==> config.mk <==
export PLATFORM = sky130hd
export DESIGN_NAME = asf_top
export DESIGN_NICKNAME = d
export VERILOG_FILES = /design/src/asf_pkg.sv /design/src/asf_top.sv /design/src/asf_fifo.sv
export SDC_FILE = /design/constraint.sdc
export NUM_CORES = 1
export LEC_CHECK = 0
export ABC_CLOCK_PERIOD_IN_PS = 3400
export BUFFER_PORTS_ARGS = -buffer_cell sky130_fd_sc_hd__buf_2
export CAP_MARGIN = 20
export CELL_PAD_IN_SITES_DETAIL_PLACEMENT = 0
export CELL_PAD_IN_SITES_GLOBAL_PLACEMENT = 1
export CORE_MARGIN = 2
export CORE_UTILIZATION = 50
export CTS_CLUSTER_DIAMETER = 150
export CTS_CLUSTER_SIZE = 8
export DETAILED_ROUTE_END_ITERATION = 8
export GPL_ROUTABILITY_DRIVEN = 0
export PLACE_DENSITY_LB_ADDON = 0.1
export SLEW_MARGIN = 30
export SYNTH_ARGS = -nofsm -noshare
export SYNTH_HDL_FRONTEND = slang
export SYNTH_HIERARCHICAL = 1
export SYNTH_SLANG_ARGS = --single-unit
export TNS_END_PERCENT = 10
==> constraint.sdc <==
create_clock -name clk -period 3.4 [get_ports clk]
set_input_delay 0.51 -clock clk [delete_from_list [all_inputs] [get_ports clk]]
set_output_delay 0.51 -clock clk [all_outputs]
set_load 0.01 [all_outputs]
==> src/asf_pkg.sv <==
// Package with register map, field positions, reset values and frame layout constants.
package asf_pkg;
  // ---------------------------------------------------------------
  // Register map
  // ---------------------------------------------------------------
  localparam logic [6:0] ASF_ADDR_CFG1  = 7'h16; // Queue configuration one.
  localparam logic [6:0] ASF_ADDR_CFG2  = 7'h17; // Queue configuration two.
  localparam logic [6:0] ASF_ADDR_STAT  = 7'h18; // Queue status, read only.
  localparam logic [7:0] ASF_CFG1_RST   = 8'h00; // Value of configuration one after reset.
  localparam logic [7:0] ASF_CFG2_RST   = 8'h00; // Value of configuration two after reset.
  // ---------------------------------------------------------------
  // Field positions
  // ---------------------------------------------------------------
  localparam int ASF_B_INT_EN  = 7; // Threshold interrupt enable.
  localparam int ASF_B_FLUSH   = 4; // Software flush of the queue.
  localparam int ASF_B_LAY_HI  = 3; // Frame layout field, top bit.
  localparam int ASF_B_LAY_LO  = 1; // Frame layout field, bottom bit.
  localparam int ASF_B_EN      = 0; // Queue enable.
  localparam int ASF_B_SEL_HI  = 7; // Flag insert select, top bit.
  localparam int ASF_B_SEL_LO  = 5; // Flag insert select, bottom bit.
  localparam int ASF_B_TRIG_HI = 4; // Trigger level, top bit.
  // ---------------------------------------------------------------
  // Frame layouts and sizes
  // ---------------------------------------------------------------
  localparam logic [2:0] ASF_LAY_ONE = 3'h0; // Single channel, two samples a frame.
  localparam logic [2:0] ASF_LAY_TWO = 3'h1; // Two channels, one sample a frame.
  localparam int ASF_FRAME_W   = 56; // Bits in one frame.
  localparam int ASF_DEPTH     = 4;  // Frames the queue holds.
  localparam int ASF_RES_W     = 24; // Bits in one conversion result.
  // Serial link command states, Gray coded along the usual path.
  typedef enum logic [1:0] {
    ASF_IDLE = 2'h0,
    ASF_CMD  = 2'h1,
    ASF_DATA = 2'h3
  } asf_phase_t;
endpackage : asf_pkg

==> src/asf_top.sv <==
// Sample queue configuration, frame packing and serial register access.
// Overview of operation
// - Interrupt when enabled and trigger level reached.
// - Flush bit resets queue, stays until rewritten.
// - Layout 000 packs two single-channel samples.
// - Detach group uses active channel inputs.
// - Two-channel layout packs five flags, both results.
// - Select chooses which aux flags enter frames.
// - Trigger count equals field value plus one.
// - Configuration one write clears queue error, except while disabled with queue not empty.
// - Error when disabled with queue not empty.
// - Ready status follows trigger level comparison.
`timescale 1ns/10ps
module asf_top (
  // Clock and reset.
  input  wire logic                         clk,
  input  wire logic                         rst_n,
  // Serial register link from the host, asynchronous to clk.
  input  wire logic                         sclk,
  input  wire logic                         cs_n,
  input  wire logic                         mosi,
  output logic                              miso,
  output logic                              miso_oe,
  // Converter samples on clk.
  input  wire logic                         sample_valid,
  output logic                              sample_ready,
  input  wire logic [asf_pkg::ASF_RES_W-1:0] ch_one_result,
  input  wire logic [asf_pkg::ASF_RES_W-1:0] ch_two_result,
  input  wire logic                         ch_two_active,
  input  wire logic                         rld_stat,
  input  wire logic                         ch_one_pos_detach,
  input  wire logic                         ch_one_neg_detach,
  input  wire logic                         ch_two_pos_detach,
  input  wire logic                         ch_two_neg_detach,
  input  wire logic                         aux_pin_one,
  input  wire logic                         aux_pin_two,
  // Frame drain toward the read path.
  output logic                              frame_valid,
  input  wire logic                         frame_ready,
  output logic [asf_pkg::ASF_FRAME_W-1:0]   frame_data,
  // Status.
  output logic                              queue_irq,
  output logic                              queue_ready,
  output logic                              queue_error
);
  import asf_pkg::*;

  // ---------------------------------------------------------------
  // State
  // ---------------------------------------------------------------
  typedef struct packed {
    logic [1:0]     sclk_s;  // Link clock synchroniser.
    logic [1:0]     cs_s;    // Select synchroniser.
    logic [1:0]     mosi_s;  // Data synchroniser.
    logic           sclk_p;  // Previous synchronised link clock.
    asf_phase_t     phase;   // Command or data byte.
    logic [2:0]     bitc;    // Bits of the current byte.
    logic [7:0]     rx;      // Incoming shift register.
    logic [6:0]     addr;    // Addressed register.
    logic           rd;      // Current command is a read.
    logic [7:0]     tx;      // Outgoing shift register.
    logic           miso;    // Driven data bit.
    logic [7:0]     cfg1;    // Queue configuration one.
    logic [7:0]     cfg2;    // Queue configuration two.
    logic           err;     // Sticky queue error.
    logic           half;    // First single-channel sample is held.
    logic [2:0]     h_det;   // Held detach group.
    logic           h_flag;  // Held aux flag.
    logic [23:0]    h_res;   // Held result.
  } asf_st_t;

  asf_st_t                  s_q;
  asf_st_t                  s_d;
  logic                     rise;
  logic                     fall;
  logic                     wr1;
  logic [7:0]               rbyte;
  logic                     push_valid;
  logic                     push_ready;
  logic [ASF_FRAME_W-1:0]   push_data;
  logic [2:0]               fcount;
  logic [2:0]               det3;
  logic                     flag1;
  logic [23:0]              act_res;
  logic                     ready_c;
  logic                     en;
  logic                     flush;
  logic [2:0]               lay;
  logic [2:0]               sel;

  // ---------------------------------------------------------------
  // Decoding helpers
  // ---------------------------------------------------------------
  // Register read mux; unmapped addresses read as zero.
  function automatic logic [7:0] asf_read(input logic [6:0] a, input logic [7:0] c1,
                                          input logic [7:0] c2, input logic [7:0] st);
    case (a)
      ASF_ADDR_CFG1: asf_read = c1;
      ASF_ADDR_CFG2: asf_read = c2;
      ASF_ADDR_STAT: asf_read = st;
      default:       asf_read = 8'h00;
    endcase
  endfunction : asf_read

  assign en    = s_q.cfg1[ASF_B_EN];
  assign flush = s_q.cfg1[ASF_B_FLUSH];
  assign lay   = s_q.cfg1[ASF_B_LAY_HI:ASF_B_LAY_LO];
  assign sel   = s_q.cfg2[ASF_B_SEL_HI:ASF_B_SEL_LO];
  assign rise  = s_q.sclk_s[1] && !s_q.sclk_p;
  assign fall  = !s_q.sclk_s[1] && s_q.sclk_p;

  // Ready when the held count exceeds the field, that is reaches field plus one.
  assign ready_c     = ({2'h0, fcount} > s_q.cfg2[ASF_B_TRIG_HI:0]);
  assign queue_ready = ready_c;
  assign queue_irq   = s_q.cfg1[ASF_B_INT_EN] && ready_c;
  assign queue_error = s_q.err;
  assign miso        = s_q.miso;
  assign miso_oe     = !s_q.cs_s[1] && (s_q.phase == ASF_DATA) && s_q.rd;
  // Status byte {ready, empty, full, error, level}; full is not shown while a flush holds the queue.
  assign rbyte       = {ready_c, (fcount == 3'h0), !sample_ready && !flush, s_q.err, 1'b0, fcount};

  // Detach group and flag of one single-channel sample.
  assign det3    = ch_two_active ? {rld_stat, ch_two_neg_detach, ch_two_pos_detach}
                                 : {rld_stat, ch_one_neg_detach, ch_one_pos_detach};
  assign act_res = ch_two_active ? ch_two_result : ch_one_result;
  assign flag1   = (sel[0] && aux_pin_one) || (sel[1] && aux_pin_two);
  assign sample_ready = push_ready;

  // ---------------------------------------------------------------
  // Next state
  // ---------------------------------------------------------------
  // Link decode, register writes, error flag and frame packing.
  always_comb begin
    logic [7:0] nb;
    nb         = {s_q.rx[6:0], s_q.mosi_s[1]};
    s_d        = s_q;
    wr1        = 1'b0;
    push_valid = 1'b0;
    push_data  = '0;
    s_d.sclk_s = {s_q.sclk_s[0], sclk};
    s_d.cs_s   = {s_q.cs_s[0], cs_n};
    s_d.mosi_s = {s_q.mosi_s[0], mosi};
    s_d.sclk_p = s_q.sclk_s[1];
    if (s_q.cs_s[1]) begin
      // Deselected: abandon any partial byte.
      s_d.phase = ASF_IDLE;
      s_d.bitc  = 3'h0;
    end else begin
      if (rise) begin
        s_d.rx   = nb;
        s_d.bitc = 3'(s_q.bitc + 1'b1);
        if (s_q.bitc == 3'h7) begin
          if (s_q.phase == ASF_DATA) begin
            s_d.phase = ASF_CMD;
            if (!s_q.rd && s_q.addr == ASF_ADDR_CFG1) begin
              s_d.cfg1 = nb;
              wr1      = 1'b1;
            end else if (!s_q.rd && s_q.addr == ASF_ADDR_CFG2) begin
              s_d.cfg2 = nb;
            end
          end else begin
            s_d.phase = ASF_DATA;
            s_d.rd    = nb[7];
            s_d.addr  = nb[6:0];
            // The address just received picks the byte, so a stale address never leaks into it.
            s_d.tx    = asf_read(nb[6:0], s_q.cfg1, s_q.cfg2, rbyte);
          end
        end else if (s_q.phase == ASF_IDLE) begin
          s_d.phase = ASF_CMD;
        end
      end
      if (fall && s_q.phase == ASF_DATA && s_q.rd) begin
        s_d.miso = s_q.tx[7];
        s_d.tx   = {s_q.tx[6:0], 1'b0};
      end
    end
    // Error sets while disabled with frames held; the set wins over the clear.
    if (!en && fcount != 3'h0) begin
      s_d.err = 1'b1;
    end else if (wr1) begin
      s_d.err = 1'b0;
    end
    // Frame packing; disabled or flushed queue takes nothing.
    if (!en || flush) begin
      s_d.half = 1'b0;
    end else if (sample_valid) begin
      case (lay)
        ASF_LAY_TWO: begin
          push_valid = 1'b1;
          push_data  = {rld_stat, ch_two_neg_detach, ch_two_pos_detach, ch_one_neg_detach,
                        ch_one_pos_detach, 1'b0, sel[1] && aux_pin_two, sel[0] && aux_pin_one,
                        ch_one_result, ch_two_result};
        end
        ASF_LAY_ONE: begin
          if (!s_q.half) begin
            s_d.half   = 1'b1;
            s_d.h_det  = det3;
            s_d.h_flag = flag1;
            s_d.h_res  = act_res;
          end else begin
            s_d.half   = 1'b0;
            push_valid = 1'b1;
            push_data  = {s_q.h_det, det3, s_q.h_flag, flag1, s_q.h_res, act_res};
          end
        end
        default: begin
          s_d.half = s_q.half;
        end
      endcase
    end
  end

  // State register.
  always_ff @(posedge clk or negedge rst_n) begin
    if (!rst_n) begin
      s_q      <= '0;
      s_q.cs_s <= 2'h3;
      s_q.cfg1 <= ASF_CFG1_RST;
      s_q.cfg2 <= ASF_CFG2_RST;
    end else begin
      s_q <= s_d;
    end
  end

  // ---------------------------------------------------------------
  // Frame queue
  // ---------------------------------------------------------------
  asf_fifo #(.W(ASF_FRAME_W), .D(ASF_DEPTH)) asf_fifo_inst (
    .clk       (clk),
    .rst_n     (rst_n),
    .flush     (flush),
    .in_valid  (push_valid),
    .in_ready  (push_ready),
    .in_data   (push_data),
    .out_valid (frame_valid),
    .out_ready (frame_ready),
    .out_data  (frame_data),
    .count     (fcount)
  );

  // ---------------------------------------------------------------
  // Assertions
  // ---------------------------------------------------------------
  property p_irq_off;
    @(posedge clk) disable iff (!rst_n) !s_q.cfg1[ASF_B_INT_EN] |-> !queue_irq;
  endproperty
  a_irq_off: assert property (p_irq_off) else $error("interrupt while disabled");
  property p_irq_on;
    @(posedge clk) disable iff (!rst_n)
      s_q.cfg1[ASF_B_INT_EN] && ({2'h0, fcount} == 5'(s_q.cfg2[ASF_B_TRIG_HI:0] + 1'b1)) |-> queue_irq;
  endproperty
  a_irq_on: assert property (p_irq_on) else $error("no interrupt at trigger level");
  property p_flush_holds;
    @(posedge clk) disable iff (!rst_n) flush && !wr1 |=> flush;
  endproperty
  a_flush_holds: assert property (p_flush_holds) else $error("flush cleared itself");
  property p_flush_empty;
    @(posedge clk) disable iff (!rst_n) flush |=> (fcount == 3'h0) && !frame_valid;
  endproperty
  a_flush_empty: assert property (p_flush_empty) else $error("queue not empty under flush");
  property p_disabled;
    @(posedge clk) disable iff (!rst_n) !en |-> !push_valid;
  endproperty
  a_disabled: assert property (p_disabled) else $error("frame queued while disabled");
  property p_two_pack;
    @(posedge clk) disable iff (!rst_n)
      push_valid && lay == ASF_LAY_TWO |-> !push_data[50] && push_data[23:0] == ch_two_result
        && push_data[55] == rld_stat;
  endproperty
  a_two_pack: assert property (p_two_pack) else $error("two-channel frame misplaced");
  property p_one_pack;
    @(posedge clk) disable iff (!rst_n)
      push_valid && lay == ASF_LAY_ONE |-> push_data[23:0] == act_res && push_data[47:24] == s_q.h_res;
  endproperty
  a_one_pack: assert property (p_one_pack) else $error("single frame results wrong");
  property p_err_set;
    @(posedge clk) disable iff (!rst_n) !en && fcount != 3'h0 |=> s_q.err;
  endproperty
  a_err_set: assert property (p_err_set) else $error("queue error not raised");
  property p_err_clr;
    @(posedge clk) disable iff (!rst_n) wr1 && !(!en && fcount != 3'h0) |=> !s_q.err;
  endproperty
  a_err_clr: assert property (p_err_clr) else $error("queue error not cleared");
  property p_no_flag;
    @(posedge clk) disable iff (!rst_n) push_valid && sel == 3'h0 |-> push_data[49:48] == 2'h0;
  endproperty
  a_no_flag: assert property (p_no_flag) else $error("flag inserted with select zero");
endmodule : asf_top

==> src/asf_fifo.sv <==
// Parameterised frame queue with valid and ready on both sides.
`timescale 1ns/10ps
module asf_fifo #(
  parameter int W = 56,
  parameter int D = 4
) (
  // Clock and reset.
  input  wire logic         clk,
  input  wire logic         rst_n,
  input  wire logic         flush,
  // Filling side.
  input  wire logic         in_valid,
  output logic              in_ready,
  input  wire logic [W-1:0] in_data,
  // Draining side.
  output logic              out_valid,
  input  wire logic         out_ready,
  output logic [W-1:0]      out_data,
  // Fill level.
  output logic [$clog2(D+1)-1:0] count
);
  import asf_pkg::*;
  localparam int AW = (D > 1) ? $clog2(D) : 1;
  localparam int CW = $clog2(D+1);
  localparam logic [CW-1:0] FULL_CNT = CW'(D); // Count when no slot is left.

  // All queue state in one word.
  typedef struct packed {
    logic [D-1:0][W-1:0] mem;   // Frame storage.
    logic [AW-1:0]       wp;    // Write pointer.
    logic [AW-1:0]       rp;    // Read pointer.
    logic [CW-1:0]       cnt;   // Frames held.
  } asf_fifo_st_t;

  asf_fifo_st_t s_q;
  asf_fifo_st_t s_d;
  logic         push;
  logic         pop;

  // Pointer advance with wrap, so a depth that is not a power of two works too.
  function automatic logic [AW-1:0] asf_inc(input logic [AW-1:0] p);
    asf_inc = (p == AW'(D-1)) ? '0 : AW'(p + 1'b1);
  endfunction : asf_inc

  // Flush holds the queue empty and refuses new frames while it lasts.
  assign in_ready  = (s_q.cnt != FULL_CNT) && !flush;
  assign out_valid = (s_q.cnt != '0) && !flush;
  assign out_data  = s_q.mem[s_q.rp];
  assign count     = s_q.cnt;
  assign push      = in_valid && in_ready;
  assign pop       = out_valid && out_ready;

  // Next state of pointers, storage and count.
  always_comb begin
    s_d = s_q;
    if (flush) begin
      s_d.wp  = '0;
      s_d.rp  = '0;
      s_d.cnt = '0;
    end else begin
      if (push) begin
        s_d.mem[s_q.wp] = in_data;
        s_d.wp          = asf_inc(s_q.wp);
      end
      if (pop) begin
        s_d.rp = asf_inc(s_q.rp);
      end
      if (push && !pop) begin
        s_d.cnt = CW'(s_q.cnt + 1'b1);
      end else if (pop && !push) begin
        s_d.cnt = CW'(s_q.cnt - 1'b1);
      end
    end
  end

  // State register.
  always_ff @(posedge clk or negedge rst_n) begin
    if (!rst_n) begin
      s_q <= '0;
    end else begin
      s_q <= s_d;
    end
  end
endmodule : asf_fifo

==> flow_summary_export.csv <==
group,metric,value,unit
setup_path,timing.rr.start,"lay[2]",
routing,vias_per_cell,5.83,
sta,maxSlewViolCount,0,
grt,grt_max_degree,72,
setup_path,critPathLaunchType,"flop",
sta,fin_crit_sh,0.876,
run_status,outcome,"finished, final reports clean",
power,sw_frac_of_total,0.263,
final_layout,instances_no_fill,1614,
setup_path,r2r-end,"asf_fifo_inst/count[2]",
min_path,whs_path_depth,1,
logic_synthesis,synth.distinct_cells,60,
floorplan,initial_core_util,0.505,
floorplan,die_h,179,um
logic_synthesis,synth_fp_nets,1159,
sta,period_needed,2.98,ns
floorplan,std_cell_rows,64,
grt,grt_overflow,0,
flow_run,drv_cap,0,
setup_path,endpoint_kind,"flop",
clock_tree,numCtsBuffers,45,
logic_synthesis,ys_dominant_reg_cell,"dfrtp_1",
logic_synthesis,ys_ff_latch,313,
power,intPower,6720,uW
setup_path,reg2reg_depth,11,
routing,drtIter0Drc,496,
clock_tree,clk_pin_slew,0.05,ns
final_layout,post-route-util,0.579,
floorplan,die_w,179,um
routing,postRouteAntennaNets,0,
grt,first_global_vias,9996,
final_layout,fin_nets,1285,
logic_synthesis,yosysSeqAreaShare,0.510,
power,power_leakage,0.00883,uW
setup_path,r2r_slack,0.42,ns
sta,fmax,0.336,GHz
clock_tree,cts_tree,"yes",
min_path,hold_path_class,"in2reg",
floorplan,core_region_area,0.0304,mm^2
power,seq_power_share,0.451,
sta,skew,0.0148,ns
routing,vias,9407,
grt,antenna_found_initial,1,
sta,final-setup-viol-count,0,
logic_synthesis,syn_inst,1085,
sta,rsz0062_at_grt,"false",
logic_synthesis,async_flop_share,1.00,
power,powerDensity,518,mW/mm^2
logic_synthesis,synth.avg_cell_area,14.2,um^2
logic_synthesis,ys_warn_count,6,
sta,worst_pin_slew,0.787,ns
sta,relSlewSlack,0.468,
power,power.total,9110,uW
final_layout,syn2layout_area_growth,14.5,%
clock_tree,clock-root-buffer,"clkbuf_16",
final_layout,drive_above_1_share,0.425,
grt,grt_pass1_wl,58400,um
logic_synthesis,synth_edf_count,0,
routing,drc_errors,0,
power,pwr-share-clk,0.426,
logic_synthesis,synth_area,0.0154,mm^2
min_path,hold_end,"s_d[80]",
place,dpl.cell_count,1559,
power,comb_power_share,0.123,
floorplan,die_area,0.0322,mm^2
clock_tree,htreeDepth,2,
min_path,min_from,"cs_n",
setup_path,cp_data_arrival_time,3.38,ns
setup_path,crit_fanout,5,
sta,fin_setup_tns,0,ns
sta,fin_hold_ws,0.0879,ns
routing,totalWireLength,36800,um
grt,grtUsageTotal,0.237,
place,place_hpwl,23500,um
floorplan,io_pins,126,
routing,wire_per_inst,22.8,um
routing,first_pass_iters,5,
clock_tree,cts_buffer_depth,3,
setup_path,required,3.80,ns
setup_path,crit_type,"reg2reg",
clock_tree,post_cts_buffers,0,
final_layout,diodes,0,
power,ir_worst_vdd,355,uV
power,p_sw,2390,uW
place,numPortBuffers,125,
sta,hold_viol_final,0,
clock_tree,clkLatencyLatePin,0.53,ns
clock_tree,clkSinkCount,313,
==> metrics by stage <==
stage | setup slack (ns) | area [um^2]
final | 0.423 | 17600
after global routing | 0.142 | 17600
after CTS | 0.387 | 17600
after detailed placement | 0.278 | 16400
after global placement | 0.332 | 16400
after floorplan | 0.291 | 15400
==> worst max-delay path by stage <==
stage	start	to	slack [ns]	cells past startpoint
final	lay[2]	asf_fifo_inst/count[2]	0.42	11
after global placement	sample_valid	asf_fifo_inst/count[2]	0.33	12
after detailed placement	sample_valid	asf_fifo_inst/count[2]	0.28	12
after global routing	lay[2]	asf_fifo_inst/count[2]	0.14	11
after CTS	lay[2]	asf_fifo_inst/count[2]	0.39	11
after floorplan	sample_valid	asf_fifo_inst/count[2]	0.29	14
==> worst max-delay path, stage by stage (launching register included) <==
cell and delay (ns):
dfrtp_1 0.47, or3b_1 0.45, or2_2 0.31, nor2_1 0.17
nand2b_1 0.09, a21oi_2 0.28, nor2b_1 0.21, fa_1 0.22
nor2_1 0.05, mux2i_1 0.14, o22ai_1 0.08, a2111oi_0 0.39
==> per-layer routing <==
layer / track usage / share of wire
met1: 0.345 / 0.46
met2: 0.371 / 0.47
met3: 0.0371 / 0.047
met4: 0.0655 / 0.021
met5: 0 / 0.00035
==> final cells by class <==
type,instances,area (um^2)
clock buffer,53,1160
clock inverter,1,8.76
fill,2503,12800
inverter,14,52.6
multi-input combinational,677,7010
sequential,313,7840
tap,396,495
timing repair buffer,160,1040
==> sequential cells by signal, summed over array words and instances, names as in the netlist <==
name,cells
miso,1
asf_fifo_inst/count,3
s_d,4
asf_fifo_inst/s_q,228
s_q,71
queue_error,1
flush,1
en,1
lay,3
==> cell usage after synthesis, types with 2 or more instances <==
| master | n | area share |
|---|---|---|
| a21oi_1 | 36 | 0.012 |
| a22oi_1 | 54 | 0.026 |
| a32oi_1 | 2 | 0.0011 |
| and2_1 | 2 | 0.00081 |
| buf_1 | 2 | 0.00049 |
| buf_2 | 28 | 0.0091 |
| buf_4 | 7 | 0.0034 |
| buf_6 | 20 | 0.015 |
| clkbuf_1 | 24 | 0.0059 |
| dfrtp_1 | 311 | 0.51 |
| dfstp_2 | 2 | 0.0034 |
| ha_1 | 10 | 0.0081 |
| inv_1 | 14 | 0.0034 |
| mux2_1 | 16 | 0.012 |
| mux2_2 | 91 | 0.067 |
| mux2_4 | 144 | 0.14 |
| mux2i_1 | 39 | 0.025 |
| mux4_2 | 56 | 0.082 |
| nand2_1 | 35 | 0.0085 |
| nand2b_1 | 4 | 0.0016 |
| nand3_1 | 5 | 0.0016 |
| nand4_1 | 2 | 0.00081 |
| nand4b_1 | 2 | 0.0011 |
| nor2_1 | 107 | 0.026 |
| nor2b_1 | 8 | 0.0033 |
| nor3_1 | 6 | 0.0020 |
| nor3b_1 | 2 | 0.00098 |
| nor4b_1 | 2 | 0.0011 |
| o21a_1 | 6 | 0.0029 |
| o21ai_0 | 2 | 0.00065 |
| o22ai_1 | 9 | 0.0037 |
| o32ai_1 | 2 | 0.0011 |
| or2_2 | 3 | 0.0012 |
| or4b_1 | 2 | 0.0013 |
| xnor2_1 | 4 | 0.0023 |
| xor2_1 | 2 | 0.0011 |
==> timing repair <==
action / 4_1_cts / 5_1_grt
gates resized for setup: 0 / 0
hold buffers: 1 / 0
hold endpoints to repair: 47 / 0
==> power groups by stage <==
stage	combinational (uW)	sequential, uW	clock [uW]
final	1120	4110	3880
after detailed placement	1130	4170	0
after floorplan	919	3950	0
after CTS	1140	4110	3970
after global routing	1230	4140	4130
after global placement	1130	4170	0
==> cell usage in the layout (no fill, tap or decap), types with 36 or more instances in the layout <==
cell type,instances
clkbuf_16,45
buf_2,124
dfrtp_1,309
nor2_1,107
a22oi_1,54
mux2_4,144
mux2_2,91
mux2i_1,39
a21oi_1,36
mux4_2,56
==> cells by family (layout without fill, tap and decap cells) <==
| kind of cell | after synthesis | in the layout | share of synthesized area |
|---|---|---|---|
| AOI/OAI and AO/OA | 121 | 121 | 0.0533 |
| xor gates and xnor gates | 6 | 6 | 0.00342 |
| adders and majority gates | 11 | 11 | 0.00944 |
| buffers and inverters | 95 | 228 | 0.0370 |
| DFF | 313 | 313 | 0.510 |
| muxes | 346 | 346 | 0.327 |
| and+or+nand+nor | 193 | 193 | 0.0606 |
(Power assumes the default switching activity.)
